===== src/t16oc_cfg.svh =====
// Constants for the 16-bit timer with overflow flag and two capture/compare channels.
`ifndef T16OC_CFG_SVH
`define T16OC_CFG_SVH
`define T16OC_CNT_W 16
`define T16OC_CNT_MAX 16'hffff
`define T16OC_CNT_ZERO 16'h0000
`define T16OC_CNT_ONE 16'h0001
`define T16OC_RST_CC 16'h0000
`define T16OC_MODE_W 2
`define T16OC_SYNC_W 3
`define T16OC_SYNC_CLK 0
`define T16OC_SYNC_TRIG_FIRST 1
`define T16OC_SYNC_TRIG_SECOND 2
`define T16OC_NUM_CH 2
`endif


===== src/t16oc_pkg.sv =====
// Types shared by the timer modules.
package t16oc_pkg;
    // Order matters: positions match the two-bit operating-mode field.
    typedef enum logic [1:0] {
        T16OC_STOP,
        T16OC_TRIG_CLEAR,
        T16OC_FREE_RUN,
        T16OC_MATCH_CLEAR
    } t16oc_mode_t;
endpackage


===== src/t16oc_pin_sync.sv =====
// Three-stage pin synchroniser with agreement filter and edge pulses.
`timescale 1ns/1ps
`default_nettype none
module t16oc_pin_sync #(
    parameter int WIDTH = 3
) (
    input wire logic clk_in,
    input wire logic arst_n_in,
    input wire logic [WIDTH-1:0] pin_in,
    output logic [WIDTH-1:0] level_out,
    output logic [WIDTH-1:0] rise_out,
    output logic [WIDTH-1:0] fall_out
);
    genvar i;
    generate
        for (i = 0; i < WIDTH; i = i + 1) begin : g_bit
            logic s1_ff;
            logic s2_ff;
            logic s3_ff;
            logic lvl_ff;
            logic agree;
            logic nxt_lvl;
            // The first stage feeds only the second; the filter looks at stages two and three.
            assign agree = (s2_ff == s3_ff);
            assign nxt_lvl = agree ? s3_ff : lvl_ff;
            always_ff @(posedge clk_in or negedge arst_n_in) begin
                if (!arst_n_in) begin
                    s1_ff <= 1'b0;
                    s2_ff <= 1'b0;
                    s3_ff <= 1'b0;
                    lvl_ff <= 1'b0;
                end else begin
                    s1_ff <= pin_in[i];
                    s2_ff <= s1_ff;
                    s3_ff <= s2_ff;
                    lvl_ff <= nxt_lvl;
                end
            end
            assign level_out[i] = lvl_ff;
            assign rise_out[i] = nxt_lvl & ~lvl_ff;
            assign fall_out[i] = ~nxt_lvl & lvl_ff;
        end
    endgenerate
endmodule
`default_nettype wire


===== src/t16oc_timer.sv =====
// 16-bit timer with overflow flag and two capture/compare channels.
`timescale 1ns/1ps
`default_nettype none
`include "t16oc_cfg.svh"
module t16oc_timer
    import t16oc_pkg::*;
#(
    parameter int CNT_W = `T16OC_CNT_W
) (
    input wire logic CLOCK_IN,
    input wire logic ARST_N_IN,
    input wire logic COUNT_CLK_IN,
    input wire logic TRIGGER_INPUT_FIRST_IN,
    input wire logic TRIGGER_INPUT_SECOND_IN,
    input wire logic OP_MODE_FIELD_HIGH_IN,
    input wire logic OP_MODE_FIELD_LOW_IN,
    input wire logic CAPTURE_SEL_FIRST_IN,
    input wire logic CAPTURE_SEL_SECOND_IN,
    input wire logic CC_WR_FIRST_IN,
    input wire logic CC_WR_SECOND_IN,
    input wire logic [CNT_W-1:0] CC_WR_DATA_IN,
    input wire logic CC_RD_FIRST_IN,
    input wire logic CC_RD_SECOND_IN,
    output logic [CNT_W-1:0] CC_RD_DATA_OUT,
    output logic CC_RD_UNDEFINED_OUT,
    input wire logic COUNT_RD_IN,
    output logic [CNT_W-1:0] COUNT_RD_DATA_OUT,
    output logic [CNT_W-1:0] COUNT_VALUE_OUT,
    input wire logic OVERFLOW_CLR_IN,
    output logic OVERFLOW_FLAG_OUT,
    output logic CAPTURE_IRQ_FIRST_OUT,
    output logic CAPTURE_IRQ_SECOND_OUT
);
    localparam int NCH = `T16OC_NUM_CH;
    // Constants are cut to the counter width, so a narrower counter still wraps at all-ones.
    // The cut only works for widths up to sixteen bits; wider counters need wider constants.
    localparam logic [CNT_W-1:0] CNT_MAX = CNT_W'(`T16OC_CNT_MAX);
    localparam logic [CNT_W-1:0] CNT_ZERO = CNT_W'(`T16OC_CNT_ZERO);
    localparam logic [CNT_W-1:0] CNT_ONE = CNT_W'(`T16OC_CNT_ONE);
    localparam logic [CNT_W-1:0] RST_CC = CNT_W'(`T16OC_RST_CC);

    logic [`T16OC_SYNC_W-1:0] sync_lvl;
    logic [`T16OC_SYNC_W-1:0] sync_rise;
    logic [`T16OC_SYNC_W-1:0] sync_fall;

    t16oc_pin_sync #(
        .WIDTH(`T16OC_SYNC_W)
    ) u_sync (
        .clk_in(CLOCK_IN),
        .arst_n_in(ARST_N_IN),
        .pin_in({TRIGGER_INPUT_SECOND_IN, TRIGGER_INPUT_FIRST_IN, COUNT_CLK_IN}),
        .level_out(sync_lvl),
        .rise_out(sync_rise),
        .fall_out(sync_fall)
    );

    t16oc_mode_t mode;
    logic running;
    logic cclk_rise;
    logic cclk_fall;
    logic advance;
    logic wrap;
    logic [CNT_W-1:0] cnt_ff;
    logic [CNT_W-1:0] nxt_cnt;
    logic clr_pend_ff;
    logic nxt_clr_pend;
    logic wrap_win_ff;
    logic nxt_wrap_win;
    logic ovf_ff;
    logic nxt_ovf;
    logic [CNT_W-1:0] cc_ff [NCH];
    logic [NCH-1:0] trig_rise;
    logic [NCH-1:0] cap_sel;
    logic [NCH-1:0] cc_wr;
    logic [NCH-1:0] cc_rd;
    logic [NCH-1:0] latch;
    logic [NCH-1:0] irq_ff;
    logic [CNT_W-1:0] rd_data_ff;
    logic rd_undef_ff;
    logic [CNT_W-1:0] cnt_rd_ff;

    assign mode = t16oc_mode_t'({OP_MODE_FIELD_HIGH_IN, OP_MODE_FIELD_LOW_IN});
    assign running = (mode != T16OC_STOP);
    assign cclk_rise = sync_rise[`T16OC_SYNC_CLK];
    assign cclk_fall = sync_fall[`T16OC_SYNC_CLK];
    assign advance = running & cclk_rise;
    assign trig_rise = {sync_rise[`T16OC_SYNC_TRIG_SECOND], sync_rise[`T16OC_SYNC_TRIG_FIRST]};
    assign cap_sel = {CAPTURE_SEL_SECOND_IN, CAPTURE_SEL_FIRST_IN};
    assign cc_wr = {CC_WR_SECOND_IN, CC_WR_FIRST_IN};
    assign cc_rd = {CC_RD_SECOND_IN, CC_RD_FIRST_IN};

    // A first-trigger edge in the clear-and-start mode takes effect at the next count clock.
    assign nxt_clr_pend = (mode == T16OC_TRIG_CLEAR) &
        ((clr_pend_ff & ~advance) | trig_rise[0]);

    // Stop holds the counter at zero, so leaving stop starts cleanly from 0000H.
    assign nxt_cnt = !running ? CNT_ZERO :
        !advance ? cnt_ff :
        (clr_pend_ff | ((mode == T16OC_MATCH_CLEAR) && (cnt_ff == cc_ff[0]))) ?
        CNT_ZERO : CNT_W'(cnt_ff + CNT_ONE);

    // With the first register at FFFFH the match clear and the wrap coincide.
    assign wrap = advance & (cnt_ff == CNT_MAX);
    assign nxt_wrap_win = wrap | (wrap_win_ff & ~advance & running);
    assign nxt_ovf = wrap | wrap_win_ff | (ovf_ff & ~OVERFLOW_CLR_IN);

    always_ff @(posedge CLOCK_IN or negedge ARST_N_IN) begin
        if (!ARST_N_IN) begin
            cnt_ff <= CNT_ZERO;
            clr_pend_ff <= 1'b0;
            wrap_win_ff <= 1'b0;
            ovf_ff <= 1'b0;
        end else begin
            cnt_ff <= nxt_cnt;
            clr_pend_ff <= nxt_clr_pend;
            wrap_win_ff <= nxt_wrap_win;
            ovf_ff <= nxt_ovf;
        end
    end

    genvar ch;
    generate
        for (ch = 0; ch < NCH; ch = ch + 1) begin : g_ch
            logic pend_ff;
            logic arm_ff;
            logic nxt_pend;
            logic nxt_arm;
            logic [CNT_W-1:0] nxt_cc;
            // A trigger is held until the count clock falls, then the count is latched.
            assign latch[ch] = pend_ff & cclk_fall;
            assign nxt_pend = (running & cap_sel[ch] & trig_rise[ch]) | (pend_ff & ~cclk_fall);
            assign nxt_arm = latch[ch] | (arm_ff & ~cclk_rise);
            // The capture has priority over both a read and a write in the same cycle.
            assign nxt_cc = latch[ch] ? cnt_ff :
                (cc_wr[ch] & ~cap_sel[ch]) ? CC_WR_DATA_IN : cc_ff[ch];
            always_ff @(posedge CLOCK_IN or negedge ARST_N_IN) begin
                if (!ARST_N_IN) begin
                    pend_ff <= 1'b0;
                    arm_ff <= 1'b0;
                    irq_ff[ch] <= 1'b0;
                    cc_ff[ch] <= RST_CC;
                end else begin
                    pend_ff <= nxt_pend;
                    arm_ff <= nxt_arm;
                    irq_ff[ch] <= arm_ff & cclk_rise;
                    cc_ff[ch] <= nxt_cc;
                end
            end
        end
    endgenerate

    logic rd_collide;
    logic [CNT_W-1:0] nxt_rd_data;
    // A read that meets a capture returns the pre-capture value, flagged as undefined.
    assign rd_collide = |(cc_rd & latch & cap_sel);
    assign nxt_rd_data = cc_rd[1] ? cc_ff[1] : cc_rd[0] ? cc_ff[0] : rd_data_ff;

    always_ff @(posedge CLOCK_IN or negedge ARST_N_IN) begin
        if (!ARST_N_IN) begin
            rd_data_ff <= CNT_ZERO;
            rd_undef_ff <= 1'b0;
            cnt_rd_ff <= CNT_ZERO;
        end else begin
            rd_data_ff <= nxt_rd_data;
            rd_undef_ff <= rd_collide;
            cnt_rd_ff <= COUNT_RD_IN ? cnt_ff : cnt_rd_ff;
        end
    end

    assign CC_RD_DATA_OUT = rd_data_ff;
    assign CC_RD_UNDEFINED_OUT = rd_undef_ff;
    assign COUNT_RD_DATA_OUT = cnt_rd_ff;
    assign COUNT_VALUE_OUT = cnt_ff;
    assign OVERFLOW_FLAG_OUT = ovf_ff;
    assign CAPTURE_IRQ_FIRST_OUT = irq_ff[0];
    assign CAPTURE_IRQ_SECOND_OUT = irq_ff[1];
endmodule
`default_nettype wire


===== config.mk =====
export PLATFORM = sky130hd
export DESIGN_NAME = t16oc_timer
export DESIGN_NICKNAME = d
export VERILOG_FILES = /design/src/t16oc_pkg.sv /design/src/t16oc_pin_sync.sv /design/src/t16oc_timer.sv
export VERILOG_INCLUDE_DIRS = /design/src
export SDC_FILE = /design/constraint.sdc
export NUM_CORES = 1
export LEC_CHECK = 0
export ABC_AREA = 0
export BUFFER_PORTS_ARGS = -buffer_cell sky130_fd_sc_hd__buf_4
export CORE_AREA = 3 3 128 117
export CTS_BUF_LIST = sky130_fd_sc_hd__clkbuf_4
export DETAILED_ROUTE_END_ITERATION = 6
export DIE_AREA = 0 0 131 120
export GPL_TIMING_DRIVEN = 0
export SLEW_MARGIN = 30
export SYNTH_ARGS = -nofsm -noshare
export SYNTH_HDL_FRONTEND = slang
export SYNTH_SLANG_ARGS = --single-unit
export TNS_END_PERCENT = 5

===== constraint.sdc =====
create_clock -name CLOCK_IN -period 4.4 [get_ports CLOCK_IN]
set_input_delay 0.88 -clock CLOCK_IN [delete_from_list [all_inputs] [get_ports CLOCK_IN]]
set_output_delay 0.88 -clock CLOCK_IN [all_outputs]
set_load 0.03 [all_outputs]

==> results.toml <==
[sta]
maxSlewHeadroom_pct = 46.2
fmax_ghz = 0.459
rsz0062_at_grt = "false"
fin_worst_skew_ns = 0.0162
setup_viol = 0
tightest_slew_ns = 0.807
tns_ns = 0
setup_slack_ns = 2.22
hold_violations = 0
hold-worst-slack_ns = 0.366
finalCritPeriodShare_pct = 49.5
fin_crit_ns = 2.18
drv_slew = 0

[floorplan]
die_h_um = 120
fp.dieW_um = 131
num_rows = 41
io_pins = 83
fp.coreArea_um2 = 13900
start_util_pct = 34.4
dieArea_um2 = 15700

[setup_path]
ff2ff_setup_slack_ns = 2.26
crit_family = "flip-flops"
cp_max_fo = 9
reg2reg_depth = 6
path_depth = 1
critical_path_required_ns = 3.52
crit_chain = "buf_4"
crit_buf_inv = 1
critPathKind = "reg2out"
cp.arrival_ns = 1.30
rr_endpoint = "COUNT_VALUE_OUT[12]"
end_kind = "output pin"
startpoint_type = "flop"
cpMaxStageDelayCell = "dfrtp_1"
rr_startpoint = "COUNT_VALUE_OUT[6]"
cpPeakStageDelay_ns = 0.61

[clock_tree]
cts_resized = 0
postCtsSetupBuffers = 0
cts_buffers = 9
clock_path_buffers = 2
clock-sinks = 102
htreeDepth = 3
tritoncts = "done"
ctsHoldBuffers = 0
root_buffer = "clkbuf_4"
clk_pin_slew_ns = 0.14
clock_latency_ns = 0.46

[synth]
netlist_instances = 447
ys_async_sr_fraction_pct = 100
synth.avg_cell_area_um2 = 10.7
synth_warnings = 0
synth_edf_count = 0
synth_top_area_cell = "dfrtp_1"
ys_types = 42
synth_seq_area_share_pct = 53.4
synth_nets = 479
synth_area_leaders = "dfrtp_1 (53%), mux2i_1 (10%), nand2_1 (5.7%)"
synth_seq_cells = 102
netlist.area_leader.share_pct = 53.4
netlist_area_um2 = 4780
synth_ff_type = "dfrtp_1"

[finish]
drive_gt1_share_pct = 26.0
post-route-util_pct = 42.1
fillers = 1386
multi_input_area_um2 = 2020
area.growth.synth_to_final_pct = 22.6
antenna_cells = 0
register_area_um2 = 2550
layout.nets = 570

[placed_design]
dp_slack_ns = 2.04
port_buffers = 80
gp_congestion = 0.872
dpl.hpwl_um = 8930

[routing]
firstDrtPassIters = 4
drc = 0
wl_um = 12400
detail-route-antenna-nets = 0
via_per_inst = 5.06
wl_per_cell_um = 16.8
drtIter0Drc = 202
vias = 3727

[global_route]
antenna_found_initial = 0
grt_start_max_net_pins = 103
track_usage_pct = 16.7
grt_pass1_vias = 3746
grt-ovfl-total = 0
grt_pass1_wl_um = 20300

[power_and_ir_drop]
static-leakage-power_nw = 2.84
power.total_w = 0.00225
irDropWorstVdd_uv = 176
power_density_nw_per_um2 = 384

[job]
drv_cap = 0

[min_path]
hold-path-endpoint = "u_sync.g_bit[0].s2_ff"
holdPathStages = 0
hold_class = "reg2reg"
hp-start = "u_sync.g_bit[0].s1_ff"

[run_status]
status = "complete, no violations"
## stage by stage
step	instances	area [um2]
2_1_floorplan	447	4780
3_3_place_gp	720	5620
3_5_place_dp	720	5620
4_1_cts	736	5860
5_1_grt	736	5860
6_report	736	5860
## worst max path at each step
stage                          startpoint                    end  slack (ns)
finish                 COUNT_VALUE_OUT[1]     COUNT_VALUE_OUT[1]        2.22
global route           COUNT_VALUE_OUT[1]     COUNT_VALUE_OUT[1]        2.10
CTS                    COUNT_VALUE_OUT[1]     COUNT_VALUE_OUT[1]        2.15
detailed placement  OP_MODE_FIELD_HIGH_IN    COUNT_VALUE_OUT[10]        2.04
global placement    OP_MODE_FIELD_HIGH_IN     COUNT_VALUE_OUT[8]        2.07
floorplan                     COUNT_RD_IN  COUNT_RD_DATA_OUT[10]        2.43
## layout by cell type (no fill, tap or decap), types with 4 or more instances in the layout
cell type and instances:
dfrtp_1 102, buf_4 80, nand2_1 73, o21ai_0 52, mux2i_1 48, buf_2 20
xor2_1 17, mux2_2 16, clkbuf_1 14, nor2_1 11, nand3_1 11, o211ai_1 11
clkbuf_4 10, nor4_1 7, a32o_1 6, nand4_1 5, o2111ai_1 5, bufinv_16 5
a21oi_1 4, and3_1 4
## cells by family (layout without fill, tap and decap cells)
family                     count (synthesis)  in the layout  share of synthesized area (%)
muxes                                     64             64                           13.8
and+or+nand+nor                          131            131                           13.0
AOI/OAI and AO/OA                         86             86                           11.1
buffers and inverters                     41            137                           4.29
xor gates and xnor gates                  20             20                           3.67
adders and majority gates                  3              3                          0.681
DFF                                      102            102                           53.4
## per-layer routing
layer | global-route usage, % | vias to the layer above | routed length (um)
li1 | - | 1766 | -
met1 | 23.5 | 1839 | 5820
met2 | 25.4 | 107 | 5750
met3 | 4.76 | 15 | 666
met4 | 3.86 | 0 | 157
met5 | 0 | - | 0
## flip-flops by register name, summed over array words and instances, names as in the netlist
register                flops
COUNT_RD_DATA_OUT          16
CC_RD_DATA_OUT             16
g_ch.pend_ff                2
CC_RD_UNDEFINED_OUT         1
CAPTURE_IRQ_FIRST_OUT       1
u_sync.g_bit.s3_ff          3
u_sync.g_bit.s2_ff          3
clr_pend_ff                 1
u_sync.g_bit.lvl_ff         3
cc_ff                      32
u_sync.g_bit.s1_ff          3
COUNT_VALUE_OUT            16
CAPTURE_IRQ_SECOND_OUT      1
OVERFLOW_FLAG_OUT           1
g_ch.arm_ff                 2
wrap_win_ff                 1
## cell usage after synthesis (5+ instances only)
cell         n
dfrtp_1    102
nor4_1       7
nand3_1     11
buf_2       20
nand4_1      5
o2111ai_1    5
xor2_1      17
nor2_1      11
o21ai_0     52
clkbuf_1    14
o211ai_1    11
nand2_1     73
mux2i_1     48
a32o_1       6
mux2_2      16
## power by group
group	internal (W)	switching, W	leakage [nW]
logic	0.000163	0.000241	1.43
clock network	0.000408	0.000307	0.117
registers	0.00105	0.0000861	1.30
## layout make-up
type | count | share of cell area [%]
buffer | 38 | 3.31
tap | 193 | 4.12
clock buffer | 10 | 1.28
inverter | 3 | 0.192
clock inverter | 6 | 2.69
timing repair buffer | 80 | 10.4
sequential | 102 | 43.6
multi-input combinational | 304 | 34.5
Power figures use the tool's default switching activity.
